<file path="src/design/lmhw_pkg.sv">
// Constants, field layouts and types of the leak-module host watchdog and configuration block.
package lmhw_pkg;

  // Register byte offsets on the Wishbone slave.
  localparam logic [7:0] ADDR_CTRL = 8'h00;
  localparam logic [7:0] ADDR_WDT_TIMEOUT = 8'h04;
  localparam logic [7:0] ADDR_CMD = 8'h08;
  localparam logic [7:0] ADDR_STATUS = 8'h0C;
  localparam logic [7:0] ADDR_COMM_ACTIVE = 8'h10;
  localparam logic [7:0] ADDR_COMM_PENDING = 8'h14;
  localparam logic [7:0] ADDR_IRQ_STATUS = 8'h18;
  localparam logic [7:0] ADDR_IRQ_MASK = 8'h1C;

  // Control register fields.
  localparam int CTRL_WDT_EN_BIT = 0;
  localparam int CTRL_ALARM_EN_BIT = 1;
  localparam int CTRL_RELAY_BIT = 2;
  localparam int CTRL_SAFE_BIT = 3;
  localparam int CTRL_W = 4;
  localparam logic [3:0] CTRL_RESET = 4'h0;

  // Command register fields, write-only strobes.
  localparam int CMD_KEEPALIVE_BIT = 0;
  localparam int CMD_TO_CLEAR_BIT = 1;

  // Status register fields.
  localparam int STAT_TIMEOUT_BIT = 0;
  localparam int STAT_RELAY_BIT = 1;
  localparam int STAT_LEAK_BIT = 2;
  localparam int STAT_OPEN_BIT = 3;
  localparam int STAT_SILENCED_BIT = 4;
  localparam int STAT_INIT_BIT = 5;

  // Interrupt status and mask fields.
  localparam int IRQ_TIMEOUT_BIT = 0;
  localparam int IRQ_LEAK_BIT = 1;
  localparam int IRQ_OPEN_BIT = 2;
  localparam int IRQ_W = 3;
  localparam logic [2:0] IRQ_RESET = 3'h0;

  // Watchdog timeout in milliseconds.
  localparam logic [15:0] WDT_TIMEOUT_RESET = 16'h03E8;

  // Timing.
  localparam int CLK_HZ = 250000000;
  localparam int TICK_MS = 1;
  localparam int TICK_CYCLES = CLK_HZ / 1000 * TICK_MS;
  localparam int BLINK_HALF_MS = 250;
  localparam logic [15:0] BLINK_HALF_TICKS = 16'(BLINK_HALF_MS / TICK_MS);
  localparam logic [1:0] STRAP_SETTLE = 2'h3;

  // Hardware-configured address window.
  localparam logic [7:0] HW_ADDR_BASE = 8'h60;
  localparam logic [7:0] HW_ADDR_BANK_STEP = 8'h10;

  typedef enum logic {
    PROTO_MODBUS = 1'b0,
    PROTO_ASCII = 1'b1
  } lmhw_proto_type;

  localparam logic [3:0] BAUD_9600 = 4'h3;
  localparam logic [1:0] PARITY_NONE = 2'h0;

  typedef struct packed {
    logic [7:0] resp_delay;
    logic checksum;
    logic [1:0] parity;
    logic [3:0] baud;
    logic [7:0] address;
    lmhw_proto_type protocol;
  } lmhw_comm_cfg_type;

  localparam lmhw_comm_cfg_type FACTORY_CFG = '{resp_delay: 8'h00, checksum: 1'b0,
      parity: PARITY_NONE, baud: BAUD_9600, address: 8'h01, protocol: PROTO_MODBUS};
  localparam lmhw_comm_cfg_type INIT_CFG = '{resp_delay: 8'h00, checksum: 1'b0,
      parity: PARITY_NONE, baud: BAUD_9600, address: 8'h00, protocol: PROTO_ASCII};

  typedef struct packed {
    logic init_mode_switch;
    logic address_bank_switch;
    logic config_source_switch;
    logic protocol_select_switch;
  } lmhw_switch_type;

  typedef enum logic [2:0] {
    WDT_IDLE = 3'b001,
    WDT_ARMED = 3'b010,
    WDT_TRIPPED = 3'b100
  } lmhw_wdt_state_type;

endpackage

</file>
<file path="src/design/lmhw_top.sv">
// Host watchdog, relay and alarm indication, silence input and communication mode selection.
`timescale 1ns/1ps
// Function
// - Alarm LED steady for leak, blinking for open wire; power LED on when running.
// - Silence button press stops the audible alarm output.
// - Factory defaults: address 1, Modbus RTU, 9600, N81, zero response delay.
// - Host programs watchdog timeout and enables or disables the watchdog.
// - Enabled watchdog without keep-alive in time flags timeout, relay goes safe.
// - After timeout host relay control is ignored until clear command clears status.
// - With leak alarm enabled the relay follows the alarm, not the safe value.
// - An enabled alarm becoming active switches the relay on.
// - Init switch at power-up forces ASCII, address 0, 9600, N81, no checksum.
// - Protocol, checksum changes accepted only in init mode, baud and parity also under Modbus; apply next power-up, except protocol (set by switch).
// - Under Modbus, address, baud and parity changes accepted; apply next power-up.
module lmhw_top #(
  parameter int TICK_CYCLES_P = lmhw_pkg::TICK_CYCLES
) (
  // Clock, reset and clock enable
  input wire logic i_sys_clk,
  input wire logic i_rst_n,
  input wire logic i_clk_en,
  // Wishbone classic slave
  input wire logic i_wb_cyc,
  input wire logic i_wb_stb,
  input wire logic i_wb_we,
  input wire logic [7:0] i_wb_adr,
  input wire logic [3:0] i_wb_sel,
  input wire logic [31:0] i_wb_dat,
  output logic [31:0] o_wb_dat,
  output logic o_wb_ack,
  // Pins
  input wire lmhw_pkg::lmhw_switch_type i_switches,
  input wire logic [3:0] i_addr_select,
  input wire logic i_silence_button,
  input wire logic i_leak_detect,
  input wire logic i_open_detect,
  // Non-volatile configuration store
  input wire lmhw_pkg::lmhw_comm_cfg_type i_stored_cfg,
  input wire logic i_stored_valid,
  output lmhw_pkg::lmhw_comm_cfg_type o_cfg_pending,
  output logic o_cfg_save,
  // Indication, relay and interrupt
  output logic o_relay,
  output logic o_alarm_led,
  output logic o_power_led,
  output logic o_buzzer,
  output logic o_irq
);
  import lmhw_pkg::*;

  logic [1:0] rst_sync_q;
  logic rst_n_q;
  logic [10:0] pins_s;
  lmhw_switch_type sw_s;
  logic [3:0] addr_sel_s;
  logic silence_s;
  logic leak_s;
  logic open_s;
  logic silence_prev_q;
  logic leak_prev_q;
  logic open_prev_q;
  logic acc;
  logic wr;
  logic ack_q;
  logic [31:0] rd_q;
  logic [31:0] rd_d;
  logic [CTRL_W-1:0] ctrl_q;
  logic [15:0] timeout_q;
  logic [2:0] irq_stat_q;
  logic [2:0] irq_mask_q;
  logic keepalive;
  logic clear_cmd;
  lmhw_wdt_state_type wdt_q;
  logic [31:0] tick_cnt_q;
  logic tick;
  logic [15:0] ms_cnt_q;
  logic expire;
  logic tripped;
  logic relay_d;
  logic relay_q;
  logic alarm_led_q;
  logic [15:0] blink_cnt_q;
  logic blink_q;
  logic silenced_q;
  logic [1:0] settle_q;
  logic cfg_loaded_q;
  logic init_mode_q;
  lmhw_comm_cfg_type active_q;
  lmhw_comm_cfg_type pending_q;
  lmhw_comm_cfg_type load_cfg;
  lmhw_comm_cfg_type wr_cfg;
  lmhw_comm_cfg_type merged_cfg;
  logic save_q;
  logic [31:0] timeout_mrg;
  logic [31:0] pend_mrg;

  // Reset is asserted at once and released through two flops.
  always_ff @(posedge i_sys_clk or negedge i_rst_n) begin
    if (!i_rst_n) begin
      rst_sync_q <= 2'h0;
    end else begin
      rst_sync_q <= {rst_sync_q[0], 1'b1};
    end
  end
  assign rst_n_q = rst_sync_q[1];

  lmhw_sync #(.WIDTH(11)) u_pin_sync (
    .i_sys_clk(i_sys_clk),
    .i_rst_n(rst_n_q),
    .i_clk_en(i_clk_en),
    .i_async({i_addr_select, i_switches, i_silence_button, i_leak_detect, i_open_detect}),
    .o_sync(pins_s)
  );
  assign addr_sel_s = pins_s[10:7];
  assign sw_s = pins_s[6:3];
  assign silence_s = pins_s[2];
  assign leak_s = pins_s[1];
  assign open_s = pins_s[0];

  always_ff @(posedge i_sys_clk or negedge rst_n_q) begin
    if (!rst_n_q) begin
      silence_prev_q <= 1'b0;
      leak_prev_q <= 1'b0;
      open_prev_q <= 1'b0;
    end else if (i_clk_en) begin
      silence_prev_q <= silence_s;
      leak_prev_q <= leak_s;
      open_prev_q <= open_s;
    end
  end

  // Wishbone slave: each access is acknowledged one cycle after it is seen.
  assign acc = i_wb_cyc & i_wb_stb & ~ack_q;
  assign wr = acc & i_wb_we;
  assign o_wb_ack = ack_q;
  assign o_wb_dat = rd_q;

  function automatic logic [31:0] merge_sel(input logic [31:0] old, input logic [31:0] dat,
                                            input logic [3:0] sel);
    logic [31:0] res;
    res = old;
    for (int i = 0; i < 4; i++) begin
      if (sel[i]) begin
        res[i*8 +: 8] = dat[i*8 +: 8];
      end
    end
    return res;
  endfunction

  always_comb begin
    rd_d = 32'h0000_0000;
    unique case (i_wb_adr)
      ADDR_CTRL: rd_d[CTRL_W-1:0] = ctrl_q;
      ADDR_WDT_TIMEOUT: rd_d[15:0] = timeout_q;
      ADDR_STATUS: begin
        rd_d[STAT_TIMEOUT_BIT] = tripped;
        rd_d[STAT_RELAY_BIT] = relay_q;
        rd_d[STAT_LEAK_BIT] = leak_s;
        rd_d[STAT_OPEN_BIT] = open_s;
        rd_d[STAT_SILENCED_BIT] = silenced_q;
        rd_d[STAT_INIT_BIT] = init_mode_q;
      end
      ADDR_COMM_ACTIVE: rd_d[23:0] = active_q;
      ADDR_COMM_PENDING: rd_d[23:0] = pending_q;
      ADDR_IRQ_STATUS: rd_d[IRQ_W-1:0] = irq_stat_q;
      ADDR_IRQ_MASK: rd_d[IRQ_W-1:0] = irq_mask_q;
      default: rd_d = 32'h0000_0000;
    endcase
  end

  always_ff @(posedge i_sys_clk or negedge rst_n_q) begin
    if (!rst_n_q) begin
      ack_q <= 1'b0;
      rd_q <= 32'h0000_0000;
    end else if (i_clk_en) begin
      ack_q <= acc;
      if (acc && !i_wb_we) begin
        rd_q <= rd_d;
      end
    end
  end

  // Configuration writes; the host relay bit is frozen while the watchdog is tripped.
  always_ff @(posedge i_sys_clk or negedge rst_n_q) begin
    if (!rst_n_q) begin
      ctrl_q <= CTRL_RESET;
      timeout_q <= WDT_TIMEOUT_RESET;
      irq_mask_q <= IRQ_RESET;
    end else if (i_clk_en && wr) begin
      if (i_wb_adr == ADDR_CTRL && i_wb_sel[0]) begin
        ctrl_q[CTRL_WDT_EN_BIT] <= i_wb_dat[CTRL_WDT_EN_BIT];
        ctrl_q[CTRL_ALARM_EN_BIT] <= i_wb_dat[CTRL_ALARM_EN_BIT];
        ctrl_q[CTRL_SAFE_BIT] <= i_wb_dat[CTRL_SAFE_BIT];
        if (!tripped) begin
          ctrl_q[CTRL_RELAY_BIT] <= i_wb_dat[CTRL_RELAY_BIT];
        end
      end
      if (i_wb_adr == ADDR_WDT_TIMEOUT) begin
        timeout_q <= timeout_mrg[15:0];
      end
      if (i_wb_adr == ADDR_IRQ_MASK && i_wb_sel[0]) begin
        irq_mask_q <= i_wb_dat[IRQ_W-1:0];
      end
    end
  end

  assign keepalive = wr && i_wb_adr == ADDR_CMD && i_wb_sel[0] && i_wb_dat[CMD_KEEPALIVE_BIT];
  assign clear_cmd = wr && i_wb_adr == ADDR_CMD && i_wb_sel[0] && i_wb_dat[CMD_TO_CLEAR_BIT];
  assign timeout_mrg = merge_sel({16'h0000, timeout_q}, i_wb_dat, i_wb_sel);
  assign pend_mrg = merge_sel({8'h00, pending_q}, i_wb_dat, i_wb_sel);

  // Millisecond tick for the watchdog and the blink timer.
  always_ff @(posedge i_sys_clk or negedge rst_n_q) begin
    if (!rst_n_q) begin
      tick_cnt_q <= 32'h0000_0000;
    end else if (i_clk_en) begin
      tick_cnt_q <= tick ? 32'h0000_0000 : tick_cnt_q + 32'h0000_0001;
    end
  end
  assign tick = tick_cnt_q == 32'(TICK_CYCLES_P - 1);

  // The elapsed count restarts on every keep-alive; a zero timeout trips at once.
  always_ff @(posedge i_sys_clk or negedge rst_n_q) begin
    if (!rst_n_q) begin
      ms_cnt_q <= 16'h0000;
    end else if (i_clk_en) begin
      if (keepalive || wdt_q != WDT_ARMED) begin
        ms_cnt_q <= 16'h0000;
      end else if (tick && ms_cnt_q != 16'hFFFF) begin
        ms_cnt_q <= ms_cnt_q + 16'h0001;
      end
    end
  end
  assign expire = ms_cnt_q >= timeout_q && !keepalive;

  // A trip in the same cycle as a clear still trips, so the event is not lost.
  always_ff @(posedge i_sys_clk or negedge rst_n_q) begin
    if (!rst_n_q) begin
      wdt_q <= WDT_IDLE;
    end else if (i_clk_en) begin
      unique case (wdt_q)
        WDT_IDLE: begin
          if (ctrl_q[CTRL_WDT_EN_BIT]) begin
            wdt_q <= WDT_ARMED;
          end
        end
        WDT_ARMED: begin
          if (!ctrl_q[CTRL_WDT_EN_BIT]) begin
            wdt_q <= WDT_IDLE;
          end else if (expire) begin
            wdt_q <= WDT_TRIPPED;
          end
        end
        WDT_TRIPPED: begin
          if (clear_cmd) begin
            wdt_q <= WDT_IDLE;
          end
        end
        default: wdt_q <= WDT_IDLE;
      endcase
    end
  end
  assign tripped = wdt_q == WDT_TRIPPED;

  // Relay: the leak alarm owns it when enabled, else the safe value while tripped.
  always_comb begin
    if (ctrl_q[CTRL_ALARM_EN_BIT]) begin
      relay_d = leak_s;
    end else if (tripped) begin
      relay_d = ctrl_q[CTRL_SAFE_BIT];
    end else begin
      relay_d = ctrl_q[CTRL_RELAY_BIT];
    end
  end

  always_ff @(posedge i_sys_clk or negedge rst_n_q) begin
    if (!rst_n_q) begin
      relay_q <= 1'b0;
    end else if (i_clk_en) begin
      relay_q <= relay_d;
    end
  end
  assign o_relay = relay_q;

  // Indication and audible alarm.
  always_ff @(posedge i_sys_clk or negedge rst_n_q) begin
    if (!rst_n_q) begin
      blink_cnt_q <= 16'h0000;
      blink_q <= 1'b0;
      alarm_led_q <= 1'b0;
      silenced_q <= 1'b0;
    end else if (i_clk_en) begin
      if (tick) begin
        if (blink_cnt_q == BLINK_HALF_TICKS - 16'h0001) begin
          blink_cnt_q <= 16'h0000;
          blink_q <= ~blink_q;
        end else begin
          blink_cnt_q <= blink_cnt_q + 16'h0001;
        end
      end
      alarm_led_q <= leak_s | (open_s & blink_q);
      // Silence lasts until the alarm goes away, so a new alarm sounds again.
      if (silence_s && !silence_prev_q) begin
        silenced_q <= 1'b1;
      end else if (!leak_s && !open_s) begin
        silenced_q <= 1'b0;
      end
    end
  end
  assign o_alarm_led = alarm_led_q;
  assign o_power_led = cfg_loaded_q;
  assign o_buzzer = (leak_s | open_s) & ~silenced_q;

  // Interrupts: sticky, write one to clear, a new event wins over the clear.
  always_ff @(posedge i_sys_clk or negedge rst_n_q) begin
    if (!rst_n_q) begin
      irq_stat_q <= IRQ_RESET;
    end else if (i_clk_en) begin
      irq_stat_q <= (irq_stat_q & ~((wr && i_wb_adr == ADDR_IRQ_STATUS && i_wb_sel[0])
          ? i_wb_dat[IRQ_W-1:0] : 3'h0))
          | {open_s & ~open_prev_q, leak_s & ~leak_prev_q, expire & (wdt_q == WDT_ARMED)
             & ctrl_q[CTRL_WDT_EN_BIT]};
    end
  end
  assign o_irq = |(irq_stat_q & irq_mask_q);

  // Power-up configuration from the switches, caught once after the pins settle.
  always_comb begin
    load_cfg = i_stored_valid ? i_stored_cfg : FACTORY_CFG;
    load_cfg.protocol = sw_s.protocol_select_switch ? PROTO_ASCII : PROTO_MODBUS;
    if (!sw_s.config_source_switch) begin
      load_cfg.address = HW_ADDR_BASE + (sw_s.address_bank_switch ? HW_ADDR_BANK_STEP : 8'h00)
          + {4'h0, addr_sel_s};
    end
    if (sw_s.init_mode_switch) begin
      load_cfg = INIT_CFG;
    end
  end

  // Field filter on a pending-configuration write; stored values apply at next power-up.
  always_comb begin
    merged_cfg = lmhw_comm_cfg_type'(pend_mrg[23:0]);
    wr_cfg = pending_q;
    wr_cfg.address = merged_cfg.address;
    wr_cfg.resp_delay = merged_cfg.resp_delay;
    if (init_mode_q) begin
      wr_cfg = merged_cfg;
    end else if (active_q.protocol == PROTO_MODBUS) begin
      wr_cfg.baud = merged_cfg.baud;
      wr_cfg.parity = merged_cfg.parity;
    end
  end

  always_ff @(posedge i_sys_clk or negedge rst_n_q) begin
    if (!rst_n_q) begin
      settle_q <= 2'h0;
      cfg_loaded_q <= 1'b0;
      init_mode_q <= 1'b0;
      active_q <= FACTORY_CFG;
      pending_q <= FACTORY_CFG;
      save_q <= 1'b0;
    end else if (i_clk_en) begin
      save_q <= 1'b0;
      if (!cfg_loaded_q) begin
        if (settle_q == STRAP_SETTLE) begin
          cfg_loaded_q <= 1'b1;
          init_mode_q <= sw_s.init_mode_switch;
          active_q <= load_cfg;
          pending_q <= load_cfg;
        end else begin
          settle_q <= settle_q + 2'h1;
        end
      end else if (wr && i_wb_adr == ADDR_COMM_PENDING) begin
        pending_q <= wr_cfg;
        save_q <= 1'b1;
      end
    end
  end
  assign o_cfg_pending = pending_q;
  assign o_cfg_save = save_q;
endmodule

</file>
<file path="src/design/lmhw_sync.sv">
// Two-flop synchroniser for a group of pin inputs.
`timescale 1ns/1ps
module lmhw_sync #(
  parameter int WIDTH = 1
) (
  // Clock and reset
  input wire logic i_sys_clk,
  input wire logic i_rst_n,
  input wire logic i_clk_en,
  // Data
  input wire logic [WIDTH-1:0] i_async,
  output logic [WIDTH-1:0] o_sync
);
  logic [WIDTH-1:0] meta_q;

  always_ff @(posedge i_sys_clk or negedge i_rst_n) begin
    if (!i_rst_n) begin
      meta_q <= '0;
      o_sync <= '0;
    end else if (i_clk_en) begin
      meta_q <= i_async;
      o_sync <= meta_q;
    end
  end
endmodule

</file>
<file path="config.mk">
export PLATFORM = sky130hd
export DESIGN_NAME = lmhw_top
export DESIGN_NICKNAME = d
export VERILOG_FILES = /design/src/design/lmhw_pkg.sv /design/src/design/lmhw_top.sv /design/src/design/lmhw_sync.sv
export SDC_FILE = /design/constraint.sdc
export NUM_CORES = 1
export LEC_CHECK = 0
export BUFFER_PORTS_ARGS = -buffer_cell sky130_fd_sc_hd__buf_2
export CORE_MARGIN = 2
export CORE_UTILIZATION = 47
export DETAILED_ROUTE_END_ITERATION = 8
export PLACE_DENSITY = 0.78
export SKIP_LAST_GASP = 1
export SLEW_MARGIN = 20
export SYNTH_ARGS = -nofsm -noshare
export SYNTH_HDL_FRONTEND = slang
export SYNTH_HIERARCHICAL = 1
export SYNTH_SLANG_ARGS = --single-unit
</file>
<file path="constraint.sdc">
create_clock -name i_sys_clk -period 5.8 [get_ports i_sys_clk]
set_input_delay 0.58 -clock i_sys_clk [delete_from_list [all_inputs] [get_ports i_sys_clk]]
set_output_delay 0.58 -clock i_sys_clk [all_outputs]
set_load 0.1 [all_outputs]
</file>
==> flow_summary.json, run 1 <==
{
  "run_status": "completed",
  "slew_at_the_pin_with_the_worst_max_slew_slack_ps": 1030,
  "gpl.final_weighted_congestion": 0.897,
  "core_area_sq_um": 21800,
  "postCtsSetupBuffers": 0,
  "nets": 1231,
  "layout_commonest_cell": "dfrtp_1",
  "vdd.ir_drop.worst_mv": 0.180,
  "critical_path.reg2reg.startpoint": "tick_cnt_q[0]$_DFFE_PN0P_",
  "globalRoute.totalOverflow": 0,
  "layout-area-overhead-vs-synth_pct": 15.3,
  "setup.worst_path.start": "i_wb_adr[3]",
  "powerDensity_nw_per_um2": 271,
  "hold_path_class": "input port to flop",
  "netlist_area_sq_um": 10400,
  "synth-warning-count": 6,
  "synth_edf_count": 0,
  "n_fill_cell": 1874,
  "period_minus_slack_ps": 2730,
  "setup.worst_path.end": "o_cfg_pending[0]$_DFFE_PN0P_",
  "rsz0062_at_grt": "false",
  "wl_per_cell_um": 17.7,
  "synth_seq_cells": 202,
  "worst_clock_skew_ps": 15.3,
  "reg2reg_slack_ps": 3270,
  "timing.slew.headroom": 0.309,
  "min_period_over_period": 0.470,
  "crit_path_max_fanout": 15,
  "cp.buffers_inverters": 1,
  "share_of_post_route_cells_with_drive_strength_above_1": 0.255,
  "numCtsBuffers": 22,
  "cell_count_after_synthesis": 1007,
  "floorplan.initialDensity": 0.476,
  "clk_latency_ps": 510,
  "die-width_um": 152,
  "crit-reg2reg-capture": "ms_cnt_q[15]$_DFFE_PN0P_",
  "maxSlewViolCount": 0,
  "clock_path_buffers": 3,
  "postSynth.asyncResetShare": 1.00,
  "antenna_found_initial": 0,
  "globalRouteTotalUtil": 0.216,
  "num_vias": 8369,
  "grt_start_max_net_pins": 75,
  "drtPass1Iterations": 6,
  "setup.worst_path.start_class": "input port",
  "layout_common_cells": "dfrtp_1 (188), buf_2 (130), nand2_1 (128)",
  "rows": 54,
  "setup_violations": 0,
  "detail_route.vias_per_cell": 5.89,
  "r2r_cells": 6,
  "io_buffer_count": 130,
  "tritoncts": "done",
  "avgSynthCellArea_sq_um": 10.3,
  "wirelength_mm": 25.2,
  "worst_ep_arrival_time_ps": 3130,
  "drt_iter0_markers": 757,
  "path_cells": "buf_2 > nor3_2 > nand2_1 > o41ai_4 > o21ai_0 > a21o_1",
  "critical_path_depth": 6,
  "hold_ws_ps": 298,
  "critPathCaptureType": "flop",
  "yosysUniqueCellTypes": 79,
  "finalHoldViolations": 0,
  "crit_path_top_delay_cell": "o41ai_4",
  "drc_errors": 0,
  "final_antenna_net_count": 0,
  "die_area_sq_um": 23200,
  "max_clock_freq_mhz": 367,
  "wire_length_of_the_first_global_routing_pass_mm": 42.3,
  "dpl.hpwl_mm": 17.6,
  "cp.required_ps": 6200,
  "cellLeakagePower_nw": 5.50,
  "fin_total_pwr_mw": 3.24,
  "grt_pass1_vias": 8341,
  "cts-htree-levels": 1,
  "cp_top_family": "compound AO/OA/AOI/OAI gates",
  "worst-setup-path-type": "input port to flop",
  "n_antenna_cell": 0,
  "chipHeight_um": 152,
  "clock-sinks": 202,
  "yosys_most_used_dff": "dfrtp_1",
  "ys_seq_area_frac": 0.489,
  "cap_violations": 0,
  "clkSlewWorstSetupHoldPaths_ps": 60,
  "io_pins": 149,
  "post-route-util": 0.549,
  "totalNegativeSetupSlack_ps": 0,
  "clock_tree.root_cell": "clkbuf_16",
  "cpPeakStageDelay_ps": 900
}
## layer usage
| layer | track usage | wire, um |
|---|---|---|
| met3 | 0.0301 | 1430 |
| met5 | 0 | 0 |
| met2 | 0.357 | 12100 |
| met1 | 0.301 | 11100 |
| met4 | 0.0608 | 599 |
## layout make-up
class | instances | area [sq um] | area share
clock buffer | 31 | 614 | 0.0514
clock inverter | 9 | 138 | 0.0115
inverter | 30 | 113 | 0.00943
multi-input combinational | 730 | 4940 | 0.414
sequential | 202 | 5070 | 0.425
tap | 280 | 350 | 0.0293
timing repair buffer | 138 | 713 | 0.0597
## cells by family after synthesis
logic type	Yosys count	share of synthesized area
other	2	0.000725
and+or+nand+nor	366	0.190
muxes	104	0.109
adders and majority gates	21	0.0254
AOI/OAI and AO/OA	191	0.116
buffers and inverters	82	0.0365
DFF	202	0.489
xor gates and xnor gates	39	0.0330
## worst min path at each step
stage | from | to | slack [ps] | cells past startpoint
global route | i_switches[3] | u_pin_sync/meta_q[6]$_DFFE_PN0P_ | 290 | 2
global placement | rst_sync_q[0]$_DFF_PN0_ | rst_sync_q[1]$_DFF_PN0_ | 330 | 0
CTS | i_silence_button | u_pin_sync/meta_q[2]$_DFFE_PN0P_ | 280 | 2
finish | i_silence_button | u_pin_sync/meta_q[2]$_DFFE_PN0P_ | 300 | 2
floorplan | i_rst_n | rst_sync_q[0]$_DFF_PN0_ | 280 | 0
detailed placement | rst_sync_q[0]$_DFF_PN0_ | rst_sync_q[1]$_DFF_PN0_ | 340 | 0
## where the power goes
part           leakage, nW  switching, mW  total (mW)  internal (mW)
clock network        0.365          0.573        1.45          0.878
registers             2.67         0.0591        1.52           1.46
logic                 2.47          0.187       0.275         0.0882
## sequential cells by signal (all words and copies together) (netlist names), 2 cells and up
signal             flops
rst_sync_q             2
tick_cnt_q            32
o_cfg_pending         24
timeout_q             16
wdt_q                  3
irq_mask_q             3
active_q              24
ms_cnt_q              16
settle_q               2
irq_stat_q             3
ctrl_q                 4
u_pin_sync/o_sync     11
u_pin_sync/meta_q     11
o_wb_dat              24
blink_cnt_q           16
## worst reg2reg max path: cells and delay by family (launching register included)
family	cells	cell delay [ps]
AOI/OAI and AO/OA	2	690
and+or+nand+nor	3	1010
adders and majority gates	1	260
DFF	1	410
## metrics by stage
stage	area (sq um)	instances	setup WS [ps]
4_1_cts	11900	1420	3140
3_3_place_gp	11200	1379	2650
6_report	11900	1420	3070
2_1_floorplan	10400	1014	2480
3_5_place_dp	11200	1379	2590
5_1_grt	11900	1420	2930
## synthesized netlist by cell type (4+ instances only)
cell | n | area (sq um)
a21o_1 | 4 | 30.0
a21oi_1 | 46 | 230
a21oi_2 | 5 | 43.8
a31oi_1 | 4 | 25.0
a32o_1 | 4 | 40.0
and2_1 | 4 | 25.0
and3_1 | 16 | 100
buf_1 | 4 | 15.0
buf_2 | 8 | 40.0
buf_4 | 10 | 75.1
clkbuf_1 | 27 | 101
dfrtp_1 | 189 | 4730
dfstp_2 | 13 | 342
ha_1 | 21 | 263
inv_1 | 28 | 105
mux2_2 | 72 | 811
mux2i_1 | 32 | 320
nand2_1 | 128 | 480
nand2b_1 | 9 | 56.3
nand3_1 | 36 | 180
nand4_1 | 22 | 138
nand4b_1 | 4 | 35.0
nor2_1 | 49 | 184
nor2b_1 | 7 | 43.8
nor3_1 | 20 | 100
nor3b_1 | 4 | 30.0
nor4_1 | 15 | 93.8
nor4b_1 | 4 | 35.0
o21ai_0 | 76 | 380
o2bb2ai_1 | 4 | 35.0
o31ai_1 | 16 | 120
o41ai_1 | 4 | 35.0
or3_1 | 5 | 31.3
or4_1 | 6 | 45.0
or4_4 | 5 | 56.3
xnor2_1 | 23 | 201
xor2_1 | 16 | 140
## repair_timing
action	in CTS	in global routing
hold buffers	1	0
endpoints found under the hold margin	2	0
gates resized for setup	0	0
No activity file was read; power rests on OpenSTA's default activity.
==> run 2: changes to the inputs <==
--- a/config.mk
+++ b/config.mk
@@ -5,11 +5,12 @@
 export SDC_FILE = /design/constraint.sdc
 export NUM_CORES = 1
 export LEC_CHECK = 0
+export ABC_AREA = 1
 export BUFFER_PORTS_ARGS = -buffer_cell sky130_fd_sc_hd__buf_2
 export CORE_MARGIN = 2
 export CORE_UTILIZATION = 47
 export DETAILED_ROUTE_END_ITERATION = 8
-export PLACE_DENSITY = 0.78
+export PLACE_DENSITY = 0.75
 export SKIP_LAST_GASP = 1
 export SLEW_MARGIN = 20
 export SYNTH_ARGS = -nofsm -noshare
==> constraint.sdc (replaced) <==
create_clock -name i_sys_clk -period 2.8 [get_ports i_sys_clk]
set_input_delay 0.28 -clock i_sys_clk [delete_from_list [all_inputs] [get_ports i_sys_clk]]
set_output_delay 0.28 -clock i_sys_clk [all_outputs]
set_load 0.1 [all_outputs]
==> run 2 against run 1 <==
Net effect:
- power rose by 130%
- sequential share of layout area shrank 2.5 points
- routed wire length rose by 15%
- worst hold slack lost 280 ps
==> flow_summary.json, run 2 <==
{
  "final_antenna_net_count": 0,
  "globalRoute.totalOverflow": 0,
  "detailedPlace.worstSlack_ps": 479,
  "rows": 55,
  "clk_latency_ps": 510,
  "synth_seq_cells": 202,
  "layout_common_cells": "nand2_1 (470), dfrtp_1 (188), inv_1 (138)",
  "die-width_um": 156,
  "wl_per_cell_um": 15.5,
  "gpl.final_weighted_congestion": 0.890,
  "synth.most_common_cell": "nand2_1",
  "timing.slew.headroom": 0.352,
  "finalHoldViolations": 0,
  "maxSlewViolCount": 0,
  "cp.required_ps": 2520,
  "cp_top_family": "buffers and inverters",
  "min_path_cells": 3,
  "postSynth.asyncResetShare": 1.00,
  "cpPeakStageDelay_ps": 680,
  "grt_pass1_vias": 9597,
  "clock_path_buffers": 3,
  "wirelength_mm": 28.8,
  "antenna_found_initial": 2,
  "layout.area.seq_sq_um": 5070,
  "period_minus_slack_ps": 2300,
  "cellLeakagePower_nw": 6.47,
  "rsz0062_at_grt": "false",
  "clock-sinks": 202,
  "synth-warning-count": 6,
  "share_of_post_route_cells_with_drive_strength_above_1": 0.146,
  "chipHeight_um": 156,
  "critical_path_depth": 2,
  "layout_commonest_cell": "nand2_1",
  "setup.worst_path.start_class": "flop",
  "dpl.cell_count": 1812,
  "worst_clock_skew_ps": 13.0,
  "stdcell_count": 1866,
  "floorplan.initialDensity": 0.478,
  "worst-setup-path-type": "flop to primary output",
  "detail_route.vias_per_cell": 5.36,
  "cap_violations": 0,
  "io_buffer_count": 130,
  "yosysUniqueCellTypes": 50,
  "slew_at_the_pin_with_the_worst_max_slew_slack_ps": 971,
  "layout-area-overhead-vs-synth_pct": 17.4,
  "num_vias": 9993,
  "vdd.ir_drop.worst_mv": 0.539,
  "ctsResizeCount": 0,
  "nets": 1671,
  "synthDominantCellAreaShare": 0.437,
  "hold_path_class": "input port to flop",
  "r2r_cells": 9,
  "yosys_most_used_dff": "dfrtp_1",
  "run_status": "completed",
  "max_clock_freq_mhz": 435,
  "drt_iter0_markers": 844,
  "globalRouteTotalUtil": 0.238,
  "core_area_sq_um": 22600,
  "io_pins": 149,
  "path_cells": "buf_4 > buf_2",
  "dpl.hpwl_mm": 20.8,
  "powerDensity_nw_per_um2": 588,
  "drtPass1Iterations": 5,
  "synth_edf_count": 0,
  "clkSlewWorstSetupHoldPaths_ps": 60,
  "max_flop_register": "tick_cnt_q",
  "setup_violations": 0,
  "die_area_sq_um": 24200,
  "ys_seq_area_frac": 0.469,
  "avgSynthCellArea_sq_um": 7.63,
  "clock_tree.root_cell": "clkbuf_16",
  "finalWorstSetupSlack_ps": 503,
  "netlist_area_sq_um": 10800,
  "min_period_over_period": 0.820,
  "cts-htree-levels": 1,
  "largest_reg_flops": 32,
  "worst_ep_arrival_time_ps": 2020,
  "crit_path_max_fanout": 20,
  "cp.buffers_inverters": 2,
  "crit_path_top_delay_cell": "dfrtp_1",
  "critPathCaptureType": "primary output",
  "tritoncts": "done",
  "n_fill_cell": 2057,
  "numCtsBuffers": 23,
  "yosys.area.top_type": "dfrtp_1",
  "synth_top_cells_by_count": "nand2_1 (470), dfrtp_1 (189), inv_1 (138)",
  "netlist_top_cells_area": "dfrtp_1 (44%), nand2_1 (16%), o21ai_0 (5.0%)",
  "drc_errors": 0,
  "totalNegativeSetupSlack_ps": 0,
  "wire_length_of_the_first_global_routing_pass_mm": 46.9,
  "multiInputGateArea_sq_um": 4970,
  "cell_count_after_synthesis": 1418,
  "grt_start_max_net_pins": 75
}
==> run 2: cell count changes after synthesis, sizes merged, moves of 15 or more <==
cell / change
and3: -16
inv: +111
mux2: -71
mux2i: -32
nand2: +347
nand3: +38
nor2: +92
nor4: -15
o21ai: +38
xor2: +15
==> run 2: final cells by class <==
type / instances / area share
Multi-Input combinational cell: 1033 / 0.392
Antenna cell: 1 / 0.000197
Clock buffer: 34 / 0.0541
Tap cell: 285 / 0.0281
Inverter: 142 / 0.0424
Clock inverter: 7 / 0.00917
Sequential cell: 202 / 0.400
Timing Repair Buffer: 162 / 0.0745
==> run 2: worst paths after layout <==
kind                                         startpoint                          to  slack (ps)
worst min register to register  rst_sync_q[1]$_DFF_PN0_  tick_cnt_q[25]$_DFFE_PN0P_         260
max in group asynchronous       rst_sync_q[1]$_DFF_PN0_         blink_q$_DFFE_PN0P_        1790
min in group asynchronous                       i_rst_n     rst_sync_q[1]$_DFF_PN0_         100
worst min-delay path                        i_wb_dat[5]    timeout_q[5]$_DFFE_PN1P_          20
worst max register to register     o_wb_ack$_DFFE_PN0P_    ms_cnt_q[15]$_DFFE_PN0P_         650
worst max-delay path            o_power_led$_DFFE_PN0P_                 o_power_led         500
==> run 2: repair_timing <==
item	in CTS	in global routing
endpoints found under the setup margin	0	0
hold endpoints to repair	13	0
buffers inserted	0	0
hold buffers	12	0
==> run 2: cells by family after synthesis <==
| group | count (synthesis) | share of synthesized area |
|---|---|---|
| AOI/OAI and AO/OA | 195 | 0.0997 |
| xor gates and xnor gates | 40 | 0.0324 |
| DFF | 202 | 0.469 |
| adders and majority gates | 21 | 0.0243 |
| buffers and inverters | 190 | 0.0738 |
| muxes | 1 | 0.00104 |
| other | 2 | 0.000694 |
| and+or+nand+nor | 767 | 0.299 |
==> run 2: per-stage QoR <==
stage          hold WS, ps  total power, mW   util  instance area (sq um)
5_1_grt               31.7             7.74  0.561                  12700
4_1_cts               14.5             7.51  0.561                  12700
3_5_place_dp          67.1             4.33  0.520                  11800
2_1_floorplan        -15.6             4.06      -                  10800
6_report              21.6             7.47  0.561                  12700
3_3_place_gp          65.3             4.30  0.520                  11800
==> run 2: layer usage <==
metal  wire length [um]  vias up  global-route usage
met5                 13        -                   0
met4               1060        2              0.0952
met3               1890       73              0.0297
met2              13800      370               0.405
met1              12100     4708               0.312
li1                   -     4840                   -
==> run 2: report_power, final <==
part	switching, mW	internal [mW]	total (mW)
Sequential	0.149	3.08	3.23
Combinational	0.822	0.253	1.07
Clock	1.20	1.97	3.17
Total	2.17	5.30	7.47
==> run 2: worst min-delay path, stage by stage <==
cell and delay [ps]:
buf_2 110, nor2_1 90, a21oi_1 40
==> run 3: changes to the inputs <==
==> constraint.sdc (replaced) <==
create_clock -name i_sys_clk -period 2.2 [get_ports i_sys_clk]
set_input_delay 0.22 -clock i_sys_clk [delete_from_list [all_inputs] [get_ports i_sys_clk]]
set_output_delay 0.22 -clock i_sys_clk [all_outputs]
set_load 0.1 [all_outputs]
==> run 3 against run 2 <==
Net effect:
- first-iteration DRC count shrank 28%
- flip-flop and latch count stayed put
- largest power group unchanged
- critical path depth rose by 6
- final cell count is 1.3% higher
- largest cell class unchanged
==> flow_summary.json, run 3 (same netlist as run 2, synthesis figures left out) <==
{
  "run_status": "completed",
  "min_period_over_period": 0.920,
  "layout_commonest_cell": "nand2_1",
  "path_cells": "inv_1 > nand4_4 > nor2_2 > a31oi_4 > nor2_1 > buf_4 > nand2_1 > o21ai_0",
  "dpl.hpwl_mm": 21.1,
  "crit_path_max_fanout": 15,
  "num_vias": 10000,
  "setup.worst_path.start": "o_wb_ack$_DFFE_PN0P_",
  "wl_per_cell_um": 15.3,
  "fin_total_pwr_mw": 9.43,
  "clock_tree.root_cell": "clkbuf_16",
  "cts-htree-levels": 1,
  "grt_pass1_vias": 9672,
  "numCtsBuffers": 23,
  "cpPeakStageDelay_ps": 380,
  "postCtsSetupBuffers": 0,
  "detailedPlace.worstSlack_ps": 178,
  "tritoncts": "done",
  "setup_violations": 0,
  "globalRouteTotalUtil": 0.241,
  "nets": 1693,
  "critPathCaptureType": "flop",
  "io_buffer_count": 130,
  "slew_at_the_pin_with_the_worst_max_slew_slack_ps": 1010,
  "die-width_um": 156,
  "max_clock_freq_mhz": 494,
  "worst-setup-path-type": "flop to flop",
  "floorplan.initialDensity": 0.478,
  "rows": 55,
  "maxSlewViolCount": 0,
  "grt_start_max_net_pins": 46,
  "globalRoute.totalOverflow": 0,
  "n_fill_cell": 2094,
  "timing.slew.headroom": 0.328,
  "layout-area-overhead-vs-synth_pct": 19.3,
  "final_antenna_net_count": 0,
  "crit_path_top_delay_cell": "dfrtp_1",
  "totalNegativeSetupSlack_ps": 0,
  "clock_path_buffers": 3,
  "worst_ep_arrival_time_ps": 2440,
  "reg2reg_slack_ps": 180,
  "wire_length_of_the_first_global_routing_pass_mm": 47.4,
  "rsz0062_at_grt": "false",
  "cellLeakagePower_nw": 6.57,
  "drt_iter0_markers": 607,
  "powerDensity_nw_per_um2": 731,
  "die_area_sq_um": 24200,
  "worst_clock_skew_ps": 18.6,
  "setup.worst_path.end": "o_cfg_pending[2]$_DFFE_PN0P_",
  "gpl.final_weighted_congestion": 0.884,
  "post-route-util": 0.570,
  "hold_ws_ps": 10.4,
  "r2r_cells": 8,
  "drc_errors": 0,
  "finalWorstSetupSlack_ps": 176,
  "cap_violations": 0,
  "period_minus_slack_ps": 2020,
  "clkSlewWorstSetupHoldPaths_ps": 60,
  "critical_path.reg2reg.startpoint": "o_wb_ack$_DFFE_PN0P_",
  "drtPass1Iterations": 5,
  "max_flop_register": "tick_cnt_q",
  "io_pins": 149,
  "detail_route.vias_per_cell": 5.31,
  "hold_path_class": "input port to flop",
  "chipHeight_um": 156,
  "share_of_post_route_cells_with_drive_strength_above_1": 0.153,
  "vdd.ir_drop.worst_mv": 0.619,
  "crit-reg2reg-capture": "o_cfg_pending[2]$_DFFE_PN0P_",
  "cp.required_ps": 2620,
  "wirelength_mm": 29.0,
  "core_area_sq_um": 22600,
  "clk_latency_ps": 510,
  "largest_reg_flops": 32,
  "clock-sinks": 202,
  "finalHoldViolations": 0,
  "layout_common_cells": "nand2_1 (470), dfrtp_1 (188), inv_1 (138)",
  "antenna_found_initial": 2,
  "setup.worst_path.start_class": "flop"
}
## run 3: stage by stage
stage,area (sq um),std cells
6_report,12900,1890
3_3_place_gp,11900,1823
2_1_floorplan,10800,1425
5_1_grt,12900,1890
3_5_place_dp,11900,1823
4_1_cts,12900,1888
## run 3: layout make-up
type,count,area [sq um],area share
Antenna cell,2,5.00,0.000388
Clock buffer,33,683,0.0530
Clock inverter,9,105,0.00815
Inverter,142,538,0.0417
Multi-Input combinational cell,1033,4970,0.386
Sequential cell,202,5070,0.393
Tap cell,285,357,0.0276
Timing Repair Buffer,184,1160,0.0902
## run 3: critical path: cells and delay by family, from the launching register on
kind	cells	cell delay (ps)
simple gates	4	860
compound gates	2	330
buf+inv	2	360
flops	1	380
## run 3: timing repair
action                                 in CTS  in global routing
setup endpoints to repair                   0                  1
endpoints found under the hold margin      25                  0
gates resized for setup                     0                  1
hold buffers                               23                  0
## run 3: routing by layer
layer  routed length, um  share of wire  global-route usage  vias to the layer above
li1                    -              -                   -                     4893
met1               12100           0.42               0.315                     4733
met2               14100           0.49               0.412                      340
met3                1860          0.064              0.0325                       62
met4                 976          0.034              0.0852                        0
met5                   0              0                   0                        -
## run 3: worst min path at each step
stage / startpoint / slack [ps] / cells after the start / end
after global placement: i_rst_n / 5 / 1 / rst_sync_q[0]$_DFF_PN0_
after floorplan: i_rst_n / -80 / 0 / rst_sync_q[0]$_DFF_PN0_
after global routing: i_stored_cfg[12] / 10 / 2 / active_q[12]$_DFFE_PN0P_
final: i_stored_cfg[9] / 10 / 4 / active_q[9]$_DFFE_PN1P_
after detailed placement: i_rst_n / 9 / 1 / rst_sync_q[0]$_DFF_PN0_
after CTS: i_stored_cfg[9] / 0.1 / 4 / active_q[9]$_DFFE_PN1P_
## run 3: where the power goes
part | switching [mW] | internal (mW) | total [mW]
Clock | 1.52 | 2.39 | 3.92
Combinational | 1.06 | 0.355 | 1.42
Sequential | 0.174 | 3.92 | 4.09
Total | 2.76 | 6.67 | 9.43
